### src/hw/spp_pkg.sv
////////////////////////////////////////////////////////////////////////////
// constants and carrier types for the sleep power plan block
package spp_pkg;

  // register indices; byte address is four times the index
  localparam logic [11:0] IDX_PLAN = 12'h020;
  localparam logic [11:0] IDX_AUX = 12'h022;
  localparam logic [11:0] IDX_CTL = 12'h024;
  localparam logic [11:0] IDX_CFG = 12'h025;
  localparam logic [11:0] IDX_STAT = 12'h026;
  localparam logic [11:0] ADR_PLAN = {IDX_PLAN[9:0], 2'b00};
  localparam logic [11:0] ADR_AUX = {IDX_AUX[9:0], 2'b00};
  localparam logic [11:0] ADR_CTL = {IDX_CTL[9:0], 2'b00};
  localparam logic [11:0] ADR_CFG = {IDX_CFG[9:0], 2'b00};
  localparam logic [11:0] ADR_STAT = {IDX_STAT[9:0], 2'b00};

  // power plan field positions
  localparam int PLAN_ARM = 15;
  localparam int PLAN_BIAS = 10;
  localparam int PLAN_CONV = 9;
  localparam int PLAN_KEEP_HI = 8;
  localparam int PLAN_SYS = 7;
  localparam int PLAN_RAM16 = 4;
  localparam int PLAN_RAM2 = 0;

  // power plan reset value and writable bits (bit 5 reads zero)
  localparam logic [15:0] PLAN_RST = 16'h11DF;
  localparam logic [15:0] PLAN_WMASK = 16'hFFDF;

  // aux adjust: trim in [2:0], kept field in [5:3], factory in [11:8]
  localparam logic [2:0] TRIM_RST = 3'h2;
  localparam logic [2:0] AUXKEEP_RST = 3'h4;

  // battery control bits
  localparam int CTL_LOWIE = 3;
  localparam int CTL_ULTIE = 2;
  localparam int CTL_MON = 1;
  localparam int CTL_B0 = 0;
  localparam logic [3:0] CTL_RST = 4'h0;
  localparam logic [1:0] CFG_RST = 2'h1;

  // planned supply controls, in register bit order
  typedef struct packed {
    logic mainRegulatorKeep;
    logic systemSupplyKeep;
    logic largeSramRetain;
    logic radioUsbCfgRetain;
    logic coreRetain;
    logic smallSramRetain;
    logic flashKeepPower;
  } spp_plan_t;

  // everything powered, as when awake
  localparam spp_plan_t PLAN_ALL_ON = 7'h7F;

endpackage

### src/hw/spp_sleep_power.sv
// Implementation choices: the APB interface to the registers and the address map.
`timescale 1ns/1ps
module spp_sleep_power (
  input wire logic mclk,
  input wire logic resetn,
  input wire logic psel,
  input wire logic penable,
  input wire logic pwrite,
  input wire logic [11:0] paddr,
  input wire logic [31:0] pwdata,
  output logic [31:0] prdata,
  output logic pready,
  output logic pslverr,
  input wire logic sleepEnter,
  input wire logic sleepExit,
  input wire logic [3:0] factoryCode,
  input wire logic cmpBelowLow,
  input wire logic cmpBelowUltralow,
  output logic converterBiasEn,
  output logic converterEn,
  output logic directSupplyEn,
  output spp_pkg::spp_plan_t powerCtl,
  output logic [2:0] ulpTrim,
  output logic battMonitorEn,
  output logic preciseDetectorEn,
  output logic [2:0] thresholdCode,
  output logic battIrq,
  output logic battNmi
);

  ////////////////////////////////////////////////////////////////////////
  // declarations
  logic [15:0] plan_r; // power plan register
  logic [15:0] plan_nxt; // its next value
  logic [2:0] auxKeep_r; // kept aux field
  logic [2:0] trim_r; // ulp regulator trim
  logic [3:0] ctl_r; // battery control
  logic [1:0] cfg_r; // threshold select
  logic lowMeta_r; // first sync stage, low
  logic lowSync_r; // synchronised low
  logic ultMeta_r; // first sync stage, ultra-low
  logic ultSync_r; // synchronised ultra-low
  logic [31:0] prdata_r; // registered read data
  logic pready_r; // registered ready
  logic pslverr_r; // registered error
  logic biasEn_r; // converter bias output
  logic convEn_r; // converter output
  logic direct_r; // direct supply output
  spp_pkg::spp_plan_t powerCtl_r; // applied supply controls
  logic monEn_r; // monitor output
  logic detEn_r; // precise detector output
  logic [2:0] thr_r; // threshold code output
  logic irq_r; // interrupt request
  logic nmi_r; // nmi request
  logic [31:0] rdWord; // read mux result
  logic hit; // address is mapped
  logic setup; // apb setup cycle
  logic wr; // write takes effect
  logic wrPlan; // write to plan
  logic wrAux; // write to aux
  logic wrCtl; // write to control
  logic wrCfg; // write to config
  logic applyPlan; // sleep entry with plan armed
  logic ultraStat; // ultra-low status, gated
  logic [2:0] thrNxt; // next threshold code
  logic nmiNxt; // next nmi
  logic irqNxt; // next irq

  ////////////////////////////////////////////////////////////////////////
  // apb strobes
  assign setup = psel & ~penable;
  assign wr = psel & penable & pready_r & pwrite;
  assign wrPlan = wr & (paddr == spp_pkg::ADR_PLAN);
  assign wrAux = wr & (paddr == spp_pkg::ADR_AUX);
  assign wrCtl = wr & (paddr == spp_pkg::ADR_CTL);
  assign wrCfg = wr & (paddr == spp_pkg::ADR_CFG);

  // ultra-low flag only meaningful with the monitor off
  assign ultraStat = ultSync_r & ~ctl_r[spp_pkg::CTL_MON];

  // read mux; unmapped addresses read zero and flag an error
  always_comb begin
    rdWord = 32'h0000_0000;
    hit = 1'b1;
    if (paddr == spp_pkg::ADR_PLAN) begin
      rdWord = {16'h0000, plan_r};
    end else if (paddr == spp_pkg::ADR_AUX) begin
      // factory field is read only and comes from the fuses
      rdWord = {20'h00000, factoryCode, 2'b00, auxKeep_r, trim_r};
    end else if (paddr == spp_pkg::ADR_CTL) begin
      rdWord = {28'h0000000, ctl_r};
    end else if (paddr == spp_pkg::ADR_CFG) begin
      rdWord = {30'h00000000, cfg_r};
    end else if (paddr == spp_pkg::ADR_STAT) begin
      rdWord = {30'h00000000, lowSync_r, ultraStat};
    end else begin
      hit = 1'b0;
    end
  end

  ////////////////////////////////////////////////////////////////////////
  // apb answer: ready one cycle after setup, data latched at setup
  always_ff @(posedge mclk or negedge resetn) begin
    if (!resetn) begin
      pready_r <= 1'b0;
      pslverr_r <= 1'b0;
      prdata_r <= 32'h0000_0000;
    end else begin
      pready_r <= setup;
      pslverr_r <= setup & ~hit;
      if (setup) begin
        prdata_r <= rdWord;
      end
    end
  end

  ////////////////////////////////////////////////////////////////////////
  // power plan register; a write wins over the self-clear of the arm bit
  assign applyPlan = sleepEnter & plan_r[spp_pkg::PLAN_ARM];

  always_comb begin
    plan_nxt = plan_r;
    if (wrPlan) begin
      // pattern and bit 6 stored as written; bit 5 stays zero
      plan_nxt = pwdata[15:0] & spp_pkg::PLAN_WMASK;
    end else if (applyPlan) begin
      plan_nxt[spp_pkg::PLAN_ARM] = 1'b0;
    end
  end

  always_ff @(posedge mclk or negedge resetn) begin
    if (!resetn) begin
      plan_r <= spp_pkg::PLAN_RST;
    end else begin
      plan_r <= plan_nxt;
    end
  end

  ////////////////////////////////////////////////////////////////////////
  // converter bits act at once, from the value being written
  always_ff @(posedge mclk or negedge resetn) begin
    if (!resetn) begin
      biasEn_r <= 1'b0;
      convEn_r <= 1'b0;
      direct_r <= 1'b1;
    end else begin
      biasEn_r <= plan_nxt[spp_pkg::PLAN_BIAS];
      convEn_r <= plan_nxt[spp_pkg::PLAN_CONV];
      direct_r <= ~plan_nxt[spp_pkg::PLAN_CONV];
    end
  end

  ////////////////////////////////////////////////////////////////////////
  // planned fields reach the supplies only on an armed sleep entry;
  // waking restores full power
  always_ff @(posedge mclk or negedge resetn) begin
    if (!resetn) begin
      powerCtl_r <= spp_pkg::PLAN_ALL_ON;
    end else if (applyPlan) begin
      // bits 8..7 then 4..0 map onto the carrier in order
      powerCtl_r <= {plan_r[spp_pkg::PLAN_KEEP_HI:spp_pkg::PLAN_SYS],
                     plan_r[spp_pkg::PLAN_RAM16:spp_pkg::PLAN_RAM2]};
    end else if (sleepExit) begin
      powerCtl_r <= spp_pkg::PLAN_ALL_ON;
    end
  end

  ////////////////////////////////////////////////////////////////////////
  // aux adjust: trim and kept field are writable
  always_ff @(posedge mclk or negedge resetn) begin
    if (!resetn) begin
      trim_r <= spp_pkg::TRIM_RST;
      auxKeep_r <= spp_pkg::AUXKEEP_RST;
    end else if (wrAux) begin
      trim_r <= pwdata[2:0];
      auxKeep_r <= pwdata[5:3];
    end
  end

  ////////////////////////////////////////////////////////////////////////
  // battery control and threshold config
  always_ff @(posedge mclk or negedge resetn) begin
    if (!resetn) begin
      ctl_r <= spp_pkg::CTL_RST;
    end else if (wrCtl) begin
      ctl_r <= pwdata[3:0];
    end
  end

  always_ff @(posedge mclk or negedge resetn) begin
    if (!resetn) begin
      cfg_r <= spp_pkg::CFG_RST;
    end else if (wrCfg) begin
      cfg_r <= pwdata[1:0];
    end
  end

  ////////////////////////////////////////////////////////////////////////
  // two-stage synchronisers for the comparator outputs
  always_ff @(posedge mclk or negedge resetn) begin
    if (!resetn) begin
      lowMeta_r <= 1'b0;
      lowSync_r <= 1'b0;
      ultMeta_r <= 1'b0;
      ultSync_r <= 1'b0;
    end else begin
      lowMeta_r <= cmpBelowLow;
      lowSync_r <= lowMeta_r;
      ultMeta_r <= cmpBelowUltralow;
      ultSync_r <= ultMeta_r;
    end
  end

  ////////////////////////////////////////////////////////////////////////
  // analog enables, threshold code and interrupt requests
  always_comb begin
    if (ctl_r[spp_pkg::CTL_MON]) begin
      // monitor on: shared bit is the code's top bit
      thrNxt = {ctl_r[spp_pkg::CTL_B0], cfg_r};
    end else begin
      thrNxt = {1'b0, cfg_r};
    end
  end

  // both enables with ultra-low raise the nmi instead of the irq
  assign nmiNxt = ctl_r[spp_pkg::CTL_LOWIE] & ctl_r[spp_pkg::CTL_ULTIE]
                  & ultraStat;
  assign irqNxt = ~nmiNxt
                  & ((ctl_r[spp_pkg::CTL_LOWIE] & lowSync_r)
                  | (ctl_r[spp_pkg::CTL_ULTIE] & ultraStat));

  always_ff @(posedge mclk or negedge resetn) begin
    if (!resetn) begin
      monEn_r <= 1'b0;
      detEn_r <= 1'b0;
      // code follows the reset threshold pair from the first cycle
      thr_r <= {1'h0, spp_pkg::CFG_RST};
      irq_r <= 1'b0;
      nmi_r <= 1'b0;
    end else begin
      monEn_r <= ctl_r[spp_pkg::CTL_MON];
      detEn_r <= ~ctl_r[spp_pkg::CTL_MON]
                 & ctl_r[spp_pkg::CTL_B0];
      thr_r <= thrNxt;
      irq_r <= irqNxt;
      nmi_r <= nmiNxt;
    end
  end

  ////////////////////////////////////////////////////////////////////////
  // outputs
  assign prdata = prdata_r;
  assign pready = pready_r;
  assign pslverr = pslverr_r;
  assign converterBiasEn = biasEn_r;
  assign converterEn = convEn_r;
  assign directSupplyEn = direct_r;
  assign powerCtl = powerCtl_r;
  assign ulpTrim = trim_r;
  assign battMonitorEn = monEn_r;
  assign preciseDetectorEn = detEn_r;
  assign thresholdCode = thr_r;
  assign battIrq = irq_r;
  assign battNmi = nmi_r;
endmodule // spp_sleep_power
### config.mk
export PLATFORM = sky130hd
export DESIGN_NAME = spp_sleep_power
export DESIGN_NICKNAME = d
export VERILOG_FILES = /design/src/hw/spp_pkg.sv /design/src/hw/spp_sleep_power.sv
export SDC_FILE = /design/constraint.sdc
export NUM_CORES = 1
export LEC_CHECK = 0
export ABC_AREA = 1
export BUFFER_PORTS_ARGS = -buffer_cell sky130_fd_sc_hd__buf_2
export CAP_MARGIN = 20
export CORE_MARGIN = 8
export CORE_UTILIZATION = 25
export CTS_CLUSTER_SIZE = 20
export DETAILED_ROUTE_END_ITERATION = 12
export GPL_ROUTABILITY_DRIVEN = 0
export SLEW_MARGIN = 40
export SYNTH_ARGS = -nofsm -noshare
export SYNTH_HDL_FRONTEND = slang
export SYNTH_SLANG_ARGS = --single-unit
### constraint.sdc
create_clock -name mclk -period 1.1 [get_ports mclk]
set_input_delay 0.33 -clock mclk [delete_from_list [all_inputs] [get_ports mclk]]
set_output_delay 0.33 -clock mclk [all_outputs]
set_load 0.05 [all_outputs]
==> results.md <==
* WHS at -8.38 ps
* Hold-fix buffers, CTS at 0
* Post-route worst setup slack at -254 ps
* RR Endpoint: ctl_r[3]
* Number of cells on the critical path at 1
* Reg2Reg Setup Slack at -190 ps
* Row count at 39
* Drt wl/cell at ~15 µm
* Fmax at 739 MHz
* CTS root buf: clkbuf_16
* Synth cell count leaders: nand2_1 (95), dfrtp_1 (43), inv_1 (35)
* Metal2 WL at 4.67 mm
* Slowest-stage cell, CP: dfstp_2
* Endpoints failing setup at 73
* Number of max-slew violations in the final report at 0
* Placed insts at 570
* Pin count of the biggest net entering global routing at 65
* Mean Syn Cell Area at ~9.0 µm²
* # DRC at 0
* Violated checks: negative hold slack, negative setup slack
* Share of the synthesized area in the top cell type at a little over a third
* Clk sinks at 64
* Async SR Flop Fraction at 100%
* CTS H-Tree Depth at 3
* Synthesis-stage register bit count at 64
* Crit path launch: ulpTrim[1]
* Critical Path AT at approximately 1000 ps
* Clock tree buffer depth at 2
* Max IR drop VDD at 0.000677 V
* Post-Synthesis Cell Area at 2940 µm²
* Power per cell area at ~1200 nW/µm²
* I/O Buffers at approximately 80
* Crit path launch type: flip-flop
* Die width at 124 µm
* Final HPWL DP at 6.31 mm
* Finished Layout Cells at between 600 and 700
* Initial antenna violation count at 2
* Gate power share at 11.8%
* Clock slew at reported path FFs at approximately 50 ps
* Clock latency at the later pin of the worst-skew pair at ~330 ps
* First-pass GRT wire length at 14.2 mm
* Worst Path Buf+Inv at 1
* Met3 routed WL at a little under 600 µm
* CP endpoint: ulpTrim[1]
* Highest Signal Layer: met5
* Final setup TNS at -8990 ps
* Flop pwr share at roughly 41%
* Starting DRT DRC Count at a little over 90
* First-pass iteration count of the detailed router at 4
* Internal power at roughly 4.4 mW
* Required @ worst endpoint at around 770 ps
* Leading area contributor after synthesis: dfrtp_1
* Period utilization at 123%
* Grt ovf at 0
* Tmin final at ~1400 ps
* Die height at around 120 µm
* Die area at approximately 15000 µm²
* Worst Hold Class: in2async
* Number of synthesized flops with an enable pin at 0
* Final Net Count at between 500 and 600
* P_sw at 1.44 mW
* CTS tree: done
* Number of global-route vias before repair at around 2800
* Via count at about 2600
* Syn. warnings at 0
* Top delay family on crit path: flip-flops
* Layout Utilization at 43.5%
* Design Power at ~6 mW
* Final ANT Viol Nets at 0
* Total GRT Usage at 11.4%
* FF-to-FF path depth at 7
* CTS Buf Count at 9
* LEAKAGE at 2.58 nW
* Synth-to-layout area growth at 69.8%
* Ys flop type: dfrtp_1
* Reg2reg start: pready
* Total routed wirelength at around 9.1 mm
* Starting Density at 25.7%
* DRT met1 WL at 3.68 mm
* Clock power share at between 40% and 50%
* Worst setup EP type: output port
* Unique masters post-synth at 30
* Final Hold Vio Count at 6
* Boundary Pins at between 100 and 150
* Ratio of cells with drive above 1 in the final layout at between 50 and 60%
* Syn Inst Count at 327
* RSZ-0062 raised after global routing: yes
* Sw Ratio at between 20% and 30%
* CP Max Fanout at 2
* Top-count cell post-synth: nand2_1
* Max cap viols at 0
* Max stage delay on crit path at 550 ps
* Worst Path Class, Setup: reg2out
* Core area at 11500 µm²
* Synth area leaders: dfrtp_1 (37%), dfstp_2 (19%), nand2_1 (12%)
* Skew final at 5.55 ps
* Vias per inst at around 4.3
* Post-synthesis sequential area ratio at between 50% and 60%
* Cells along the critical path: buf_8
* Status: finished, violations left
[worst min path at each step]
| stage | to | slack (ps) | depth (start not counted) |
|---|---|---|---|
| 2_1_floorplan | auxKeep_r[0] | 30 | 0 |
| 6_report | thresholdCode[2] | -8 | 2 |
| 3_5_place_dp | lowSync_r | 340 | 0 |
| 4_1_cts | thresholdCode[2] | 20 | 2 |
| 3_3_place_gp | lowSync_r | 340 | 0 |
| 5_1_grt | battMonitorEn | 30 | 2 |
[placed cells by master (no fill, tap or decap), drive strengths merged, types with 6 or more instances in the layout]
cell / n
buf: 132
inv: 40
dfstp: 21
nand3: 12
conb: 16
clkbuf: 13
nor3: 6
dfrtp: 43
a21oi: 12
nor2: 32
o21ai: 24
nand2: 101
[power by group through the flow]
stage / registers [mW] / clock network, mW / logic (mW)
finish: 2.42 / 2.76 / 0.689
global placement: 2.45 / 0 / 0.576
global route: 2.42 / 2.90 / 0.734
detailed placement: 2.45 / 0 / 0.578
floorplan: 2.54 / 0 / 0.287
CTS: 2.42 / 2.80 / 0.642
[cell type report]
cell class / count / area, µm²
Sequential cell: 64 / 1630
Timing Repair Buffer: 133 / 1250
Multi-Input combinational cell: 215 / 1430
Clock buffer: 12 / 246
Inverter: 41 / 215
Clock inverter: 4 / 45.0
Tap cell: 143 / 179
Antenna cell: 1 / 2.50
Fill cell: 1067 / 6470
[sequential cells by signal, indices dropped and copies added (netlist names), 2 cells and up]
register       flops
auxKeep_r          3
powerCtl           7
prdata            16
ulpTrim            3
ctl_r              4
plan_r            15
thresholdCode      3
cfg_r              2
[cells by family after synthesis]
group	count (synthesis)	share of synthesized area (%)
AOI/OAI and AO/OA	45	8.97
buffers and inverters	64	11.5
DFF	64	55.3
other	1	0.127
and+or+nand+nor	153	24.1
[stage by stage]
| step | setup slack, ps | area (µm²) | hold slack (ps) |
|---|---|---|---|
| after floorplan | -316 | 3090 | 34.4 |
| after global placement | -407 | 3750 | 336 |
| after detailed placement | -437 | 3750 | 340 |
| after CTS | -265 | 4650 | 19.2 |
| after global routing | -279 | 4990 | 28.2 |
| final | -254 | 4990 | -8.38 |
[per-layer routing]
metal | track usage, % | vias to the layer above
met5 | 0 | -
met4 | 4.18 | 4
met3 | 4.81 | 18
met2 | 19.2 | 58
met1 | 12.6 | 1292
li1 | - | 1272
[what timing repair did]
| action | 4_1_cts | 5_1_grt |
|---|---|---|
| setup endpoints to repair | 81 | 82 |
| gates cloned | 2 | 0 |
| resized for setup | 138 | 89 |
| pin swaps | 20 | 31 |
| buffers inserted | 18 | 8 |
Note: power is estimated with default switching activity, not from simulation.
